## src/rtl/rtcas_pkg.sv

```systemverilog
package rtcas_pkg;

    // Bus geometry
    localparam int ADDR_W = 8;
    localparam int DATA_W = 32;

    // Register offsets (byte addresses)
    localparam logic [7:0] OFS_TIME    = 8'h00;
    localparam logic [7:0] OFS_DAY     = 8'h04;
    localparam logic [7:0] OFS_ALM1    = 8'h08;
    localparam logic [7:0] OFS_ALM2    = 8'h0c;
    localparam logic [7:0] OFS_ALM2DAY = 8'h10;
    localparam logic [7:0] OFS_SWATCH  = 8'h14;
    localparam logic [7:0] OFS_INT_EN  = 8'h18;
    localparam logic [7:0] OFS_INT_ST  = 8'h1c;
    localparam logic [7:0] OFS_CTRL    = 8'h20;

    // Time word field positions
    localparam int SEC_LSB  = 0;
    localparam int MIN_LSB  = 8;
    localparam int HOUR_LSB = 16;

    // Counter moduli and widths
    localparam int PRESCALE_DIV = 32768;
    localparam int SEC_MOD      = 60;
    localparam int MIN_MOD      = 60;
    localparam int HOUR_MOD     = 24;
    localparam int DAY_MOD      = 32768;
    localparam int DAY_W        = 15;
    localparam int SWATCH_W     = 32;

    // Interrupt bit positions
    localparam int IRQ_SEC    = 0;
    localparam int IRQ_MIN    = 1;
    localparam int IRQ_HOUR   = 2;
    localparam int IRQ_DAY    = 3;
    localparam int IRQ_ALM1   = 4;
    localparam int IRQ_ALM2   = 5;
    localparam int IRQ_SWATCH = 6;
    localparam int IRQ_W      = 7;

    // Control bits and reset values
    localparam int CTRL_RUN    = 0;
    localparam int CTRL_SW_RUN = 1;
    localparam int CTRL_W      = 2;
    localparam logic [1:0] CTRL_RST   = 2'h1;
    localparam logic [6:0] INT_EN_RST = 7'h00;

    typedef struct packed {
        logic [4:0] hour;
        logic [5:0] minute;
        logic [5:0] second;
    } rtcas_time_type;

    function automatic logic [31:0] rtcas_pack_time(input rtcas_time_type t);
        logic [31:0] w;
        w = 32'h0000_0000;
        w[SEC_LSB +: 6]  = t.second;
        w[MIN_LSB +: 6]  = t.minute;
        w[HOUR_LSB +: 5] = t.hour;
        return w;
    endfunction

    function automatic rtcas_time_type rtcas_unpack_time(input logic [31:0] w);
        rtcas_time_type t;
        t.second = w[SEC_LSB +: 6];
        t.minute = w[MIN_LSB +: 6];
        t.hour   = w[HOUR_LSB +: 5];
        return t;
    endfunction

endpackage

```

## src/rtl/rtcas_top.sv

```systemverilog
// Contract
// - Prescale slow oscillator to one-second tick.
// - Cascade seconds 60, minutes 60, hours 24.
// - Day counter increments on each hour wrap.
// - Enabled interrupts on second, minute, hour, day.
// - Alarm interrupt when time equals alarm value.
// - First alarm compares hours, minutes, seconds.
// - Second alarm also compares the day count.
// - Stopwatch loads value, decrements each tick.
// - Stopwatch underflow raises its enabled interrupt.
`timescale 1ns/1ps
module rtcas_top
    import rtcas_pkg::*;
#(
    parameter int DIV     = PRESCALE_DIV,
    parameter int SW_W    = SWATCH_W
) (
    // Clock and reset
    input  wire logic              clk_sys,
    input  wire logic              rst_n,
    // Oscillator
    input  wire logic              slow_osc_input,
    // Register port
    input  wire logic [ADDR_W-1:0] addr,
    input  wire logic [DATA_W-1:0] wr_data,
    input  wire logic              wr_en,
    input  wire logic              rd_en,
    output logic      [DATA_W-1:0] rd_data,
    // Interrupt
    output logic                   irq
);

    // Timekeeping
    logic             tick;
    logic [5:0]       sec_cnt;
    logic [5:0]       min_cnt;
    logic [4:0]       hour_cnt;
    logic [DAY_W-1:0] day_cnt;
    logic             sec_wrap;
    logic             min_wrap;
    logic             hour_wrap;
    logic             time_ld;
    logic             day_ld;
    rtcas_time_type   time_wr;
    rtcas_time_type   time_cur;

    // Register state
    rtcas_time_type   alm1_r;
    rtcas_time_type   alm1_nxt;
    rtcas_time_type   alm2_r;
    rtcas_time_type   alm2_nxt;
    logic [DAY_W-1:0] alm2_day_r;
    logic [DAY_W-1:0] alm2_day_nxt;
    logic [SW_W-1:0]  sw_cnt_r;
    logic [SW_W-1:0]  sw_cnt_nxt;
    logic [CTRL_W-1:0] ctrl_r;
    logic [CTRL_W-1:0] ctrl_nxt;
    logic [IRQ_W-1:0] int_en_r;
    logic [IRQ_W-1:0] int_en_nxt;
    logic [IRQ_W-1:0] int_st_r;
    logic [IRQ_W-1:0] int_st_nxt;
    logic             tick_seen_r;
    logic             tick_seen_nxt;
    logic [DATA_W-1:0] rd_data_r;
    logic [DATA_W-1:0] rd_data_nxt;
    logic             irq_r;
    logic             irq_nxt;

    // Decode and events
    logic             wr_time;
    logic             wr_day;
    logic             wr_alm1;
    logic             wr_alm2;
    logic             wr_alm2day;
    logic             wr_sw;
    logic             wr_en_reg;
    logic             wr_st;
    logic             wr_ctrl;
    logic             rd_st;
    logic [IRQ_W-1:0] events;
    logic [IRQ_W-1:0] st_clr;
    logic             sw_under;

    rtcas_prescaler #(
        .DIV (DIV)
    ) u_prescaler (
        .clk_sys        (clk_sys),
        .rst_n          (rst_n),
        .slow_osc_input (slow_osc_input),
        .enable         (ctrl_r[CTRL_RUN]),
        .tick           (tick)
    );

    rtcas_wrap_counter #(
        .WIDTH   (6),
        .MODULUS (SEC_MOD)
    ) u_sec (
        .clk_sys  (clk_sys),
        .rst_n    (rst_n),
        .inc      (tick),
        .load     (time_ld),
        .load_val (time_wr.second),
        .count    (sec_cnt),
        .wrap     (sec_wrap)
    );

    rtcas_wrap_counter #(
        .WIDTH   (6),
        .MODULUS (MIN_MOD)
    ) u_min (
        .clk_sys  (clk_sys),
        .rst_n    (rst_n),
        .inc      (sec_wrap),
        .load     (time_ld),
        .load_val (time_wr.minute),
        .count    (min_cnt),
        .wrap     (min_wrap)
    );

    rtcas_wrap_counter #(
        .WIDTH   (5),
        .MODULUS (HOUR_MOD)
    ) u_hour (
        .clk_sys  (clk_sys),
        .rst_n    (rst_n),
        .inc      (min_wrap),
        .load     (time_ld),
        .load_val (time_wr.hour),
        .count    (hour_cnt),
        .wrap     (hour_wrap)
    );

    // Day counter wraps over its full range
    rtcas_wrap_counter #(
        .WIDTH   (DAY_W),
        .MODULUS (DAY_MOD)
    ) u_day (
        .clk_sys  (clk_sys),
        .rst_n    (rst_n),
        .inc      (hour_wrap),
        .load     (day_ld),
        .load_val (wr_data[DAY_W-1:0]),
        .count    (day_cnt),
        .wrap     ()
    );

    // Address decode
    always_comb begin
        wr_time    = 1'b0;
        wr_day     = 1'b0;
        wr_alm1    = 1'b0;
        wr_alm2    = 1'b0;
        wr_alm2day = 1'b0;
        wr_sw      = 1'b0;
        wr_en_reg  = 1'b0;
        wr_st      = 1'b0;
        wr_ctrl    = 1'b0;
        if (addr == OFS_TIME) begin
            wr_time = wr_en;
        end else if (addr == OFS_DAY) begin
            wr_day = wr_en;
        end else if (addr == OFS_ALM1) begin
            wr_alm1 = wr_en;
        end else if (addr == OFS_ALM2) begin
            wr_alm2 = wr_en;
        end else if (addr == OFS_ALM2DAY) begin
            wr_alm2day = wr_en;
        end else if (addr == OFS_SWATCH) begin
            wr_sw = wr_en;
        end else if (addr == OFS_INT_EN) begin
            wr_en_reg = wr_en;
        end else if (addr == OFS_INT_ST) begin
            wr_st = wr_en;
        end else if (addr == OFS_CTRL) begin
            wr_ctrl = wr_en;
        end
        rd_st = rd_en & (addr == OFS_INT_ST);
    end

    assign time_ld = wr_time;
    assign day_ld  = wr_day;
    assign time_wr = rtcas_unpack_time(wr_data);

    always_comb begin
        time_cur.hour   = hour_cnt;
        time_cur.minute = min_cnt;
        time_cur.second = sec_cnt;
    end

    // Alarm settings and interrupt enables
    always_comb begin
        alm1_nxt      = alm1_r;
        alm2_nxt      = alm2_r;
        alm2_day_nxt  = alm2_day_r;
        int_en_nxt    = int_en_r;
        // Alarms are compared once, just after the counters settle on a tick
        tick_seen_nxt = tick;

        if (wr_alm1) begin
            alm1_nxt = rtcas_unpack_time(wr_data);
        end
        if (wr_alm2) begin
            alm2_nxt = rtcas_unpack_time(wr_data);
        end
        if (wr_alm2day) begin
            alm2_day_nxt = wr_data[DAY_W-1:0];
        end
        if (wr_en_reg) begin
            int_en_nxt = wr_data[IRQ_W-1:0];
        end
    end

    always_ff @(posedge clk_sys or negedge rst_n) begin
        if (!rst_n) begin
            alm1_r      <= '0;
            alm2_r      <= '0;
            alm2_day_r  <= '0;
            int_en_r    <= INT_EN_RST;
            tick_seen_r <= 1'b0;
        end else begin
            alm1_r      <= alm1_nxt;
            alm2_r      <= alm2_nxt;
            alm2_day_r  <= alm2_day_nxt;
            int_en_r    <= int_en_nxt;
            tick_seen_r <= tick_seen_nxt;
        end
    end

    // Stopwatch and run control
    always_comb begin
        sw_cnt_nxt = sw_cnt_r;
        ctrl_nxt   = ctrl_r;
        sw_under   = 1'b0;

        // Stopwatch counts down; stops at zero after underflow
        // A load of zero with run set underflows on the next tick
        if (tick && ctrl_r[CTRL_SW_RUN]) begin
            if (sw_cnt_r == '0) begin
                sw_under              = 1'b1;
                ctrl_nxt[CTRL_SW_RUN] = 1'b0;
            end else begin
                sw_cnt_nxt = sw_cnt_r - 1'b1;
            end
        end

        // Software writes win over hardware updates of the same cycle
        if (wr_sw) begin
            sw_cnt_nxt = wr_data[SW_W-1:0];
        end
        if (wr_ctrl) begin
            ctrl_nxt = wr_data[CTRL_W-1:0];
        end
    end

    always_ff @(posedge clk_sys or negedge rst_n) begin
        if (!rst_n) begin
            sw_cnt_r <= '0;
            ctrl_r   <= CTRL_RST;
        end else begin
            sw_cnt_r <= sw_cnt_nxt;
            ctrl_r   <= ctrl_nxt;
        end
    end

    // Interrupt status and output
    always_comb begin
        // The mask gates the output only; status always records events
        events             = '0;
        events[IRQ_SEC]    = tick;
        events[IRQ_MIN]    = sec_wrap;
        events[IRQ_HOUR]   = min_wrap;
        events[IRQ_DAY]    = hour_wrap;
        events[IRQ_ALM1]   = tick_seen_r && (time_cur == alm1_r);
        events[IRQ_ALM2]   = tick_seen_r && (time_cur == alm2_r)
                             && (day_cnt == alm2_day_r);
        events[IRQ_SWATCH] = sw_under;

        // Clear by write-one or by read; a new event wins over the clear
        st_clr = '0;
        if (wr_st) begin
            st_clr = wr_data[IRQ_W-1:0];
        end
        if (rd_st) begin
            st_clr = st_clr | int_st_r;
        end
        int_st_nxt = (int_st_r & ~st_clr) | events;
        irq_nxt    = |(int_st_nxt & int_en_nxt);
    end

    always_ff @(posedge clk_sys or negedge rst_n) begin
        if (!rst_n) begin
            int_st_r <= '0;
            irq_r    <= 1'b0;
        end else begin
            int_st_r <= int_st_nxt;
            irq_r    <= irq_nxt;
        end
    end

    // Read data one cycle after the strobe; unmapped reads give zero
    always_comb begin
        rd_data_nxt = '0;
        if (rd_en) begin
            if (addr == OFS_TIME) begin
                rd_data_nxt = rtcas_pack_time(time_cur);
            end else if (addr == OFS_DAY) begin
                rd_data_nxt = DATA_W'(day_cnt);
            end else if (addr == OFS_ALM1) begin
                rd_data_nxt = rtcas_pack_time(alm1_r);
            end else if (addr == OFS_ALM2) begin
                rd_data_nxt = rtcas_pack_time(alm2_r);
            end else if (addr == OFS_ALM2DAY) begin
                rd_data_nxt = DATA_W'(alm2_day_r);
            end else if (addr == OFS_SWATCH) begin
                rd_data_nxt = DATA_W'(sw_cnt_r);
            end else if (addr == OFS_INT_EN) begin
                rd_data_nxt = DATA_W'(int_en_r);
            end else if (addr == OFS_INT_ST) begin
                rd_data_nxt = DATA_W'(int_st_r);
            end else if (addr == OFS_CTRL) begin
                rd_data_nxt = DATA_W'(ctrl_r);
            end
        end
    end

    // Zero outside a read keeps stale words off the port
    always_ff @(posedge clk_sys or negedge rst_n) begin
        if (!rst_n) begin
            rd_data_r <= '0;
        end else begin
            rd_data_r <= rd_data_nxt;
        end
    end

    assign rd_data = rd_data_r;
    assign irq     = irq_r;

endmodule

```

## src/rtl/rtcas_prescaler.sv

```systemverilog
`timescale 1ns/1ps
module rtcas_prescaler
    import rtcas_pkg::*;
#(
    parameter int DIV = PRESCALE_DIV
) (
    // Clock and reset
    input  wire logic clk_sys,
    input  wire logic rst_n,
    // Oscillator and control
    input  wire logic slow_osc_input,
    input  wire logic enable,
    // One-second strobe
    output logic      tick
);
    localparam int CW = $clog2(DIV);
    localparam logic [CW-1:0] LAST = CW'(DIV - 1);

    logic          osc_d_r;
    logic [CW-1:0] cnt_r;
    logic [CW-1:0] cnt_nxt;
    logic          tick_r;
    logic          tick_nxt;
    logic          edge_seen;

    always_comb begin
        edge_seen = slow_osc_input & ~osc_d_r;
        cnt_nxt   = cnt_r;
        tick_nxt  = 1'b0;
        // Clearing on disable gives a full second after restart
        if (!enable) begin
            cnt_nxt = '0;
        end else if (edge_seen) begin
            if (cnt_r == LAST) begin
                cnt_nxt  = '0;
                tick_nxt = 1'b1;
            end else begin
                cnt_nxt = cnt_r + 1'b1;
            end
        end
    end

    always_ff @(posedge clk_sys or negedge rst_n) begin
        if (!rst_n) begin
            osc_d_r <= 1'b0;
            cnt_r   <= '0;
            tick_r  <= 1'b0;
        end else begin
            osc_d_r <= slow_osc_input;
            cnt_r   <= cnt_nxt;
            tick_r  <= tick_nxt;
        end
    end

    assign tick = tick_r;

endmodule

```

## src/rtl/rtcas_wrap_counter.sv

```systemverilog
`timescale 1ns/1ps
module rtcas_wrap_counter
    import rtcas_pkg::*;
#(
    parameter int WIDTH   = 6,
    parameter int MODULUS = SEC_MOD
) (
    // Clock and reset
    input  wire logic             clk_sys,
    input  wire logic             rst_n,
    // Control
    input  wire logic             inc,
    input  wire logic             load,
    input  wire logic [WIDTH-1:0] load_val,
    // Count and carry
    output logic      [WIDTH-1:0] count,
    output logic                  wrap
);
    localparam logic [WIDTH-1:0] LAST = WIDTH'(MODULUS - 1);

    logic [WIDTH-1:0] count_r;
    logic [WIDTH-1:0] count_nxt;
    logic             at_last;

    always_comb begin
        // Out-of-range loads wrap at the next step instead of running on
        at_last   = (count_r >= LAST);
        count_nxt = count_r;
        if (load) begin
            count_nxt = load_val;
        end else if (inc) begin
            if (at_last) begin
                count_nxt = '0;
            end else begin
                count_nxt = count_r + 1'b1;
            end
        end
    end

    always_ff @(posedge clk_sys or negedge rst_n) begin
        if (!rst_n) begin
            count_r <= '0;
        end else begin
            count_r <= count_nxt;
        end
    end

    assign count = count_r;
    assign wrap  = inc & ~load & at_last;

endmodule

```

## config.mk

```make
export PLATFORM = sky130hd
export DESIGN_NAME = rtcas_top
export DESIGN_NICKNAME = d
export VERILOG_FILES = /design/src/rtl/rtcas_pkg.sv /design/src/rtl/rtcas_top.sv /design/src/rtl/rtcas_prescaler.sv /design/src/rtl/rtcas_wrap_counter.sv
export SDC_FILE = /design/constraint.sdc
export NUM_CORES = 1
export LEC_CHECK = 0
export ABC_CLOCK_PERIOD_IN_PS = 6400
export BUFFER_PORTS_ARGS = -buffer_cell sky130_fd_sc_hd__buf_2
export CORE_MARGIN = 2
export CORE_UTILIZATION = 38
export CTS_CLUSTER_SIZE = 8
export DETAILED_ROUTE_END_ITERATION = 6
export PLACE_DENSITY = 0.52
export SKIP_LAST_GASP = 1
export SYNTH_ARGS = -nofsm -noshare
export SYNTH_HDL_FRONTEND = slang
export SYNTH_HIERARCHICAL = 1
export SYNTH_SLANG_ARGS = --single-unit
```

## constraint.sdc

```tcl
create_clock -name clk_sys -period 6.4 [get_ports clk_sys]
set_input_delay 0.32 -clock clk_sys [delete_from_list [all_inputs] [get_ports clk_sys]]
set_output_delay 0.32 -clock clk_sys [all_outputs]
set_load 0.01 [all_outputs]
```

## Yosys cells after proc, flatten, opt, wreduce, memory -nomap -nowiden

Cells that the tools add are included.

- Word-level logic and storage cells: 161
- Input bits: 45
- Output and inout bits: 33
- Register bits: 180

- Muxes and demuxes: 84
- Magnitude comparators: 4
- Add/sub/neg operators: 6
- Equality and inequality tests: 14
- Bitwise gates (word level): 15
- Reduce and logical (&&, ||, !) cells: 16

Operators by type and width:

| cell | count |
|---|---|
| 32-bit two-way mux | 10 |
| 15-bit two-way mux | 6 |
| 1-bit two-way mux | 52 |
| 6-bit two-way mux | 6 |
| 7-bit two-way mux | 5 |
| 17-bit == test | 2 |
| 8-bit by 5-bit == test with 1-bit output (second input constant) | 4 |
| 32-bit logical NOT | 1 |
| 32-bit by 1-bit subtractor with 32-bit output (second input constant) | 1 |
| 15-bit by 1-bit adder with 15-bit output (second input constant) | 2 |
| 8-bit by 4-bit == test with 1-bit output (second input constant) | 2 |
| 15-bit == test | 1 |
| 15-bit == test (second input constant) | 1 |
| 15-bit greater-or-equal comparator (second input constant) | 1 |
| 5-bit two-way mux | 3 |
| 7-bit AND | 2 |
| 7-bit OR | 2 |
| 2-bit nonzero test | 7 |
| 6-bit by 1-bit adder with 6-bit output (second input constant) | 2 |
| 6-bit greater-or-equal comparator (second input constant) | 2 |
| 1-bit AND | 8 |
| 8-bit by 3-bit == test with 1-bit output (second input constant) | 1 |
| 8-bit by 6-bit == test with 1-bit output (second input constant) | 1 |
| 8-bit logical NOT | 1 |
| other kinds (10) | 16 |

## Longest topological paths before layout

Gate-level depths: netlist of run 1.

- Depth after elaboration: 17
- Gate-level depth with buffers: 17
- Gate-level depth less buffers: 12

## By module

Netlist of run 1, hierarchy kept.

By module, submodules not included:

| module | cells an instance | area an instance (um^2) | times used |
|---|---|---|---|
| rtcas_top | 662 | 6,956.7 | 1 |
| rtcas_wrap_counter (u_day) | 128 | 1,046.0 | 1 |
| rtcas_prescaler | 94 | 908.4 | 1 |
| rtcas_wrap_counter (u_min ...) | 42 | 374.1 | 2 |
| rtcas_wrap_counter (u_hour) | 37 | 351.6 | 1 |

## Least setup slack after synthesis of run 1

OpenSTA, ideal clock, no wires.

- Path kind: input -> register
- From: input addr[2]
- To: register u_day.count_r[13] (netlist: u_day/count[13])
- Data arrival time: 4.142 ns
- Data required time: 6.318 ns
- Setup slack: 2.176 ns
- Stages on the path: 15
- Cells stage by stage: clkbuf_1 > buf_1 > inv_1 > and3_1 > clkbuf_1 > nor3_1 > buf_2 > inv_1 > nor3_1 > inv_1 > nor4_1 > buf_2 > nand4_1 > or3b_1 > a31oi_1

- Longest elaborated chain between the ends: 10
- Elaborated cells between the ends (all ways): 14
- Classes of those cells: eq/ne (1); mux (4); bitwise (7); reduce/logical (2)

RTL lines:

| item | RTL line | text |
|---|---|---|
| start, declared | rtcas_top.sv:24 | `input wire logic [ADDR_W-1:0] addr,` |
| 8-bit logical NOT | rtcas_top.sv:158 | `if (addr == OFS_TIME) begin` |
| 1-bit two-way mux | rtcas_top.sv:158 |  |
| via time_ld | rtcas_top.sv:42 | `logic time_ld;` |
| 1-bit inverter | rtcas_wrap_counter.sv:49 | `assign wrap = inc & ~load & at_last;` |
| 1-bit AND (2 in a row) | rtcas_wrap_counter.sv:49 |  |
| via sec_wrap | rtcas_top.sv:39 | `logic sec_wrap;` |
| 1-bit AND (2 in a row) | rtcas_wrap_counter.sv:49 |  |
| via min_wrap | rtcas_top.sv:40 | `logic min_wrap;` |
| 1-bit AND (2 in a row) | rtcas_wrap_counter.sv:49 |  |
| via hour_wrap | rtcas_top.sv:41 | `logic hour_wrap;` |
| 2-bit nonzero test (no line) | n/a |  |
| end signal, assigned | rtcas_wrap_counter.sv:44 | `count_r <= count_nxt;` |
| end, declared | rtcas_wrap_counter.sv:21 | `logic [WIDTH-1:0] count_r;` |

The timed path passes the listed nets, and every way through them passes these cells.
A chain may end at the register's enable or synchronous reset.

## Worst setup path after layout of run 1

- From: input addr[3]
- To: register u_day.count_r[3] (netlist: u_day/count[3])

Same word-level chain as after synthesis.

==> results of run 1 <==
worst max-delay path, stage by stage:
cell and delay [ps]:
buf_2 230, nor3_1 180, and2_0 560, and3_1 400, buf_4 220, nor3_1 310, inv_1 100, nor3_1 740
inv_1 220, nor4_2 300, buf_4 280, inv_1 240, or4_1 510, o211ai_1 110
through the flow:
step / cells / power (mW) / hold slack, ps / instance area (um2) / util
4_1_cts: 1411 / 2.49 / 62.6 / 11200 / 0.432
6_report: 1411 / 2.47 / 12.9 / 11200 / 0.432
3_3_place_gp: 1378 / 1.50 / 456 / 10700 / 0.411
3_5_place_dp: 1378 / 1.50 / 458 / 10700 / 0.411
2_1_floorplan: 1004 / 1.38 / 24.4 / 10000 / -
5_1_grt: 1411 / 2.57 / 89.9 / 11200 / 0.432
report_power, final:
group	total [mW]	switching, mW	leakage (nW)	internal, mW
combinational	0.225	0.134	2.14	0.0908
sequential	1.26	0.0752	2.24	1.19
clock	0.987	0.477	0.243	0.510
total	2.47	0.686	4.62	1.79
metal layers:
metal  vias to the layer above  part of all wire
li1                       3861                 -
met1                      4144              0.46
met2                       287              0.46
met3                        49             0.055
met4                         0             0.023
met5                         -                 0
registers in the layout, summed over array words and instances (netlist names), 7 cells and up:
| signal | flops |
|---|---|
| alm2_day_r | 15 |
| alm1_r | 17 |
| u_day/count | 15 |
| int_st_r | 7 |
| u_prescaler/cnt_r | 15 |
| alm2_r | 17 |
| sw_cnt_r | 32 |
| rd_data | 32 |
| int_en_r | 7 |
worst paths after layout:
path / startpoint / endpoint / slack (ps) / depth (start not counted)
max in group asynchronous: rst_n / u_day/count[12] / 4910 / 2
setup / recovery: addr[3] / u_day/count[3] / 2010 / 14
setup reg to reg: u_sec/count[0] / u_day/count[3] / 2370 / 11
hold / removal: rst_n / rd_data[29] / 10 / 1
min in group clk_sys: wr_data[26] / sw_cnt_r[26] / 80 / 3
hold reg to reg: sw_cnt_r[27] / rd_data[27] / 530 / 1
cell type report:
type | instances | area share
sequential | 180 | 0.401
tap | 335 | 0.0373
timing repair buffer | 86 | 0.0414
clock buffer | 22 | 0.0405
clock inverter | 10 | 0.00691
multi-input combinational | 754 | 0.465
inverter | 24 | 0.00802
repair_timing:
action	in CTS	in global routing
hold buffers	1	0
hold endpoints to repair	1	0
gates resized for setup	0	0
==> metrics.txt, run 1 <==
crit path kind=in -> reg; Iter 0 DRT Violations=~800; period utilization=0.686; most frequent cells in the layout=179 x dfrtp_1, 92 x nand2_1, 76 x buf_2, 65 x mux2_2, 65 x o21ai_0; met3 usage=0.0360; met1 Use GR=0.328; Tot GR Track Use=0.229; busiest grt layer=met2; CP endpoint kind=register; Setup violations, final=0; layout cells sized above 1=0.191; H-tree depth=4; Max-Cap Viols=0; total core area=26,000 um2; Critical Path Source Type=primary input; clock tree buffer depth=2; Final min period=4390 ps; RSZ-0062 raised after global routing=no; setup bufs post-CTS=0; DRC viols=0; Fillers=about 2,600; n_diodes=0; worst path arrival time=4740 ps; Worst-path clk slew=70 ps; Syn-to-layout area delta=12.2%; Mapped Nets=1,055; global placement routability congestion=0.934; footprint of the multi-input gates=about 5200 um2; Slew @ Worst Pin=1070 ps; DRT antenna net count=0; worst-skew pair later-pin latency=440 ps; Avg WL per Cell=22.3 um; Setup WS pre-CTS=around 1600 ps; Die X=166 um; num ports=78; Post-Syn Instances=around 1,000; DRT Pass-1 Iters=5; post-route setup TNS=0 ps; crit path max fanout=28; Static Leak=4.62 nW; Final Max Tran Viols=0; initial antenna violation count=0; setup slack after layout=between 2000 and 2500 ps; Via density=~5.9; Critical Path RT=6760 ps; Routed WL=31,400 um; Reg area=4510 um2; final net count=1,114; synthesized area per cell=about 10 um2; vias in the first global route=8,038; Rows=between 50 and 60; clock sink total=180; vias post-DR=8,341; Root Buffer=clkbuf_16; Post-Syn Area=between 10,000 and 15,000 um2; first-pass GRT wire length=48,900 um; largest net degree at the start of global routing=116; CTS tree=yes; TritonCTS Buffers=17; Chip Height=166 um; Cell Pwr Density=220 nW/um2; f_max=approximately 0.23 GHz; Setup Skew=9.49 ps; Die ar.=between 20,000 and 30,000 um2; worst-case vdd ir drop=0.130 mV; Hold Path Class=in -> async; total global routing overflow=0; port bufs=77; most common cell after layout, fill and taps aside=dfrtp_1; M2 GR Usage=0.355; max_slew headroom=0.283; synth warn=6; Fin. Hold Viols=0; HPWL Detailed=22,200 um; outcome=finished, final reports clean; Starting Density=0.385
Note: power is estimated with default switching activity, not from simulation.
==> inputs of run 2 (changes only) <==
--- a/config.mk
+++ b/config.mk
@@ -5,7 +5,7 @@
 export SDC_FILE = /design/constraint.sdc
 export NUM_CORES = 1
 export LEC_CHECK = 0
-export ABC_CLOCK_PERIOD_IN_PS = 6400
+export ABC_CLOCK_PERIOD_IN_PS = 4200
 export BUFFER_PORTS_ARGS = -buffer_cell sky130_fd_sc_hd__buf_2
 export CORE_MARGIN = 2
 export CORE_UTILIZATION = 38
==> constraint.sdc (replaced) <==
create_clock -name clk_sys -period 4.2 [get_ports clk_sys]
set_input_delay 0.21 -clock clk_sys [delete_from_list [all_inputs] [get_ports clk_sys]]
set_output_delay 0.21 -clock clk_sys [all_outputs]
set_load 0.01 [all_outputs]
==> run 2 against run 1 <==
Net effect:
- worst hold slack gained 15 ps
- utilization rose by 1.0 points
- cell count grew 1.4%
- setup slack got worse by 1400 ps
- clock power rose by 69%
- non-clock buffer count grew 20
- clock skew rose by 1.4 ps
- first-iteration DRC count shrank 12%
- sequential power up 52%
- critical endpoint is now u_day/count[9]
==> metrics.txt, run 2 (synthesis results as in run 1) <==
outcome=finished, final reports clean; Tot GR Track Use=0.231; Avg WL per Cell=approximately 22 um; port bufs=between 70 and 80; worst-case vdd ir drop=0.197 mV; clock tree buffer depth=2; Starting Density=0.385; vias post-DR=about 8,400; vias in the first global route=between 8,000 and 9,000; setup slack after layout=659 ps; post-route setup TNS=0 ps; Hold Slack=28.0 ps; Setup Skew=10.9 ps; Chip Height=166 um; Slew @ Worst Pin=928 ps; DRC viols=0; Reg area=around 4500 um2; Worst-path clk slew=~70 ps; max_slew headroom=0.380; most frequent cells in the layout=179 x dfrtp_1, 92 x nand2_1, 76 x buf_2, 65 x mux2_2, 65 x o21ai_0; f_max=between 0.2 and 0.3 GHz; Setup WS pre-CTS=647 ps; placed cell areas=~11,000 um2; first-pass GRT wire length=about 50,000 um; final std cells w/o fill=1,431; Root Buffer=clkbuf_16; slowest CP cell=or4_1; total global routing overflow=0; Critical Path RT=4550 ps; crit path max fanout=14; Setup violations, final=0; TritonCTS Buffers=17; clock sink total=180; Worst R2R Start=u_sec/count[0]; placed insts=between 1,000 and 1,500; CTS tree=yes; largest net degree at the start of global routing=102; final net count=1,134; H-tree depth=4; slowest stage delay, CP=520 ps; Max-Cap Viols=0; Final min period=3540 ps; worst path arrival time=3900 ps; HPWL Detailed=22,500 um; most common cell after layout, fill and taps aside=dfrtp_1; global placement routability congestion=0.896; Critical Path Source=u_sec/count[0]; Min-Delay Startpoint=wr_data[27]; DRT Pass-1 Iters=7; Crit path top cell by count=inv_1; cts hold-fix bufs=13; Die ar.=27,600 um2; num ports=78; initial antenna violation count=0; total core area=26,000 um2; total power=3.94 mW; Static Leak=4.76 nW; setup bufs post-CTS=0; Via density=5.86; post-route cell area=11,500 um2; Fillers=2,561; Fin. Hold Viols=0; CP endpoint kind=register; Die X=166 um; worst-skew pair later-pin latency=440 ps; Cell Pwr Density=between 300 and 400 nW/um2; layout cells sized above 1=0.197; final core utilization=0.442; crit path kind=reg -> reg; Routed WL=31,400 um; Critical Path Source Type=register; DRT antenna net count=0; post-cts sizing count=0; Final Max Tran Viols=0; RSZ-0062 raised after global routing=no; Rows=59; footprint of the multi-input gates=5220 um2; Hold Path Class=in -> reg; CP Cell Sequence=ha_1 -> o2111ai_1 -> nor3_1 -> inv_1 -> nor3_1 -> buf_4 -> inv_1 -> nor4_2 -> buf_4 -> inv_1 -> or4_1 -> o211ai_1; n_diodes=0; Iter 0 DRT Violations=703; Syn-to-layout area delta=14.8%; period utilization=0.843
-- run 2: report_power, final --
part | switching [mW] | internal, mW | leakage (nW) | total, mW
Combinational | 0.205 | 0.148 | 2.23 | 0.353
Sequential | 0.114 | 1.81 | 2.24 | 1.92
Clock | 0.750 | 0.921 | 0.290 | 1.67
-- run 2: area by class of cell --
type / instances / share of cell area
inverters: 24 / 0.00784
well taps: 335 / 0.0365
repair buffers: 106 / 0.0572
clock buffers: 20 / 0.0398
clock inverters: 12 / 0.0125
multi-input cells: 754 / 0.454
flip-flops and latches: 180 / 0.392
-- run 2: worst paths after layout --
check	depth (start not counted)	slack (ps)	end
max	12	660	u_day/count[9]
min	3	30	sw_cnt_r[27]
max reg2reg	12	660	u_day/count[9]
min reg2reg	1	520	int_en_r[6]
max in group asynchronous	3	2860	alm2_r[8]
min in group asynchronous	2	420	rd_data[29]
-- run 2: worst max-delay path, delay by kind of cell, from the launching register on --
kind	cells	cell delay, ps
adders and majority gates	1	290
buffers and inverters	5	910
DFF	1	490
AOI/OAI and AO/OA	2	320
and+or+nand+nor	4	1420
-- run 2: per-layer routing --
| layer | global-route usage | part of all wire | vias up |
|---|---|---|---|
| met5 | 0 | 0 | - |
| met1 | 0.337 | 0.47 | 4172 |
| met3 | 0.0408 | 0.051 | 40 |
| li1 | - | - | 3899 |
| met4 | 0.0746 | 0.025 | 0 |
| met2 | 0.350 | 0.45 | 281 |
==> inputs of run 3 (changes only) <==
--- a/config.mk
+++ b/config.mk
@@ -5,7 +5,7 @@
 export SDC_FILE = /design/constraint.sdc
 export NUM_CORES = 1
 export LEC_CHECK = 0
-export ABC_CLOCK_PERIOD_IN_PS = 4200
+export ABC_CLOCK_PERIOD_IN_PS = 3310
 export BUFFER_PORTS_ARGS = -buffer_cell sky130_fd_sc_hd__buf_2
 export CORE_MARGIN = 2
 export CORE_UTILIZATION = 38
==> constraint.sdc (replaced) <==
create_clock -name clk_sys -period 3.31 [get_ports clk_sys]
set_input_delay 0.1655 -clock clk_sys [delete_from_list [all_inputs] [get_ports clk_sys]]
set_output_delay 0.1655 -clock clk_sys [all_outputs]
set_load 0.01 [all_outputs]
==> run 3 against run 2 <==
Net effect:
- worst hold slack worse by 19 ps
- first-iteration DRC count is 38% higher
- critical path type unchanged
- combinational power is 42% higher
- flip-flop and latch count stayed put
- non-clock buffer count is 21 higher
==> metrics.txt, run 3 (synthesis results as in run 1) <==
final net count=about 1,200; num ports=between 70 and 80; Endpoint, Worst Hold=sw_cnt_r[20]; CP Cell Sequence=ha_1 -> o2111ai_1 -> nor3_4 -> inv_1 -> nor4_4 -> inv_1 -> or4_1 -> o211ai_1; switching share of power=0.289; Internal=3.49 mW; Slew @ Worst Pin=746 ps; R2R Setup Slk=around 420 ps; R2R depth=8; post-cts sizing count=0; clock sink total=180; CTS tree=yes; vias in the first global route=8,318; initial antenna violation count=0; Routed WL=32,700 um; slowest stage delay, CP=530 ps; CP Depth=8; total net switching power=1.42 mW; worst-case vdd ir drop=roughly 0.32 mV; Via density=5.84; worst path arrival time=3240 ps; Clock power frac=0.406; n_diodes=0; first-pass GRT wire length=51,400 um; Reg area=4510 um2; RSZ-0062 raised after global routing=no; most frequent cells in the layout=179 x dfrtp_1, 92 x nand2_1, 76 x buf_2, 65 x mux2_2, 65 x o21ai_0; crit path max fanout=14; Avg WL per Cell=22.5 um; Hold Path Class=in -> reg; Hold Path Depth=3; global placement routability congestion=0.906; Critical Path Source=u_min/count[1]; total global routing overflow=0; max_slew headroom=0.495; Setup Skew=between 15 and 20 ps; Critical Path Source Type=register; post-route setup TNS=0 ps; DRT Pass-1 Iters=6; total core area=roughly 26,000 um2; outcome=finished, final reports clean; Die ar.=27,600 um2; Root Buffer=clkbuf_16; Final min period=between 2000 and 3000 ps; cts hold-fix bufs=15; CP top delay family=simple AND/OR/NAND/NOR gates; Max-Cap Viols=0; Tot GR Track Use=0.239; Static Leak=about 4.8 nW; Worst-path clk slew=around 80 ps; DRC viols=0; worst-skew pair later-pin latency=440 ps; port bufs=77; Syn-to-layout area delta=16.3%; Starting Density=0.385; H-tree depth=4; Fin. Hold Viols=0; slowest CP cell=or4_1; largest net degree at the start of global routing=83; most common cell after layout, fill and taps aside=dfrtp_1; Min-Delay Startpoint=wr_data[20]; reg-to-reg endpoint=u_day/count[9]; footprint of the multi-input gates=5240 um2; post-route cell area=11,600 um2; vias post-DR=8,482; Iter 0 DRT Violations=between 900 and 1,000; combinational power share=0.102; Worst R2R Start=u_min/count[1]; HPWL Detailed=23,300 um; Final Max Tran Viols=0; Reg power frac=0.492; DRT antenna net count=0; period utilization=0.873; layout cells sized above 1=0.212; Cell Pwr Density=about 420 nW/um2; CP endpoint kind=register; setup bufs post-CTS=0; TritonCTS Buffers=17; Crit path buffers/inverters=2; crit path kind=reg -> reg; placed cell areas=10,900 um2; Setup violations, final=0; Chip Height=166 um; Die X=166 um; Rows=59; Crit path top cell by count=inv_1; Fillers=2,547; Critical Path RT=3660 ps; clock tree buffer depth=2; f_max=0.346 GHz
==> run 3: cell count changes in the layout (fill, tap and decap cells not counted), moves of 2 or more <==
cell,change
bufinv_16,-2
clkbuf_8,-2
inv_6,+2
dlygate4sd3_1,+2
buf_4,+19
nor3_1,-2
clkinv_8,+2
==> run 3: stage by stage <==
step	total power, mW	setup WS, ps	hold WS, ps	cells	util
finish	4.91	420	8.96	1452	0.448
global route	5.12	228	26.0	1452	0.448
detailed placement	2.94	441	278	1405	0.420
floorplan	2.68	18.2	-130	1004	-
global placement	2.94	477	280	1405	0.420
CTS	4.97	462	4.85	1452	0.448
==> run 3: routing by layer <==
metal  vias up  track usage  part of all wire  routed length [um]
li1       3935            -                 -                   -
met1      4191        0.346              0.46               15000
met2       308        0.365              0.45               14700
met3        48       0.0365             0.060                1980
met4         0       0.0836             0.029                 958
met5         -            0                 0                   0
==> run 3: how the worst max path moves through the flow <==
stage,to,slack (ps)
floorplan,irq,20
global placement,irq,480
detailed placement,u_day/count[10],440
CTS,u_day/count[14],460
global route,u_day/count[12],230
finish,u_day/count[9],420
==> run 3: area by class of cell <==
type / count / area share
clock buffers: 18 / 0.0369
clock inverters: 14 / 0.0118
inverters: 24 / 0.00774
multi-input cells: 754 / 0.450
flip-flops and latches: 180 / 0.387
well taps: 335 / 0.0360
repair buffers: 127 / 0.0704
==> run 3: power groups by stage <==
| stage | clock [mW] | sequential, mW | combinational [mW] |
|---|---|---|---|
| 2_1_floorplan | 0 | 2.43 | 0.251 |
| 3_3_place_gp | 0 | 2.46 | 0.482 |
| 3_5_place_dp | 0 | 2.46 | 0.482 |
| 4_1_cts | 2.05 | 2.42 | 0.499 |
| 5_1_grt | 2.14 | 2.43 | 0.549 |
| 6_report | 1.99 | 2.42 | 0.500 |
==> run 3: worst register-to-register path: cells and delay by family, from the launching register on <==
| family | cells | cell delay, ps |
|---|---|---|
| flip-flops | 1 | 460 |
| buffers and inverters | 2 | 440 |
| adder cells (fa/ha/maj) | 1 | 320 |
| AND/OR/NAND/NOR | 3 | 1180 |
| AO/OA/AOI/OAI | 2 | 420 |
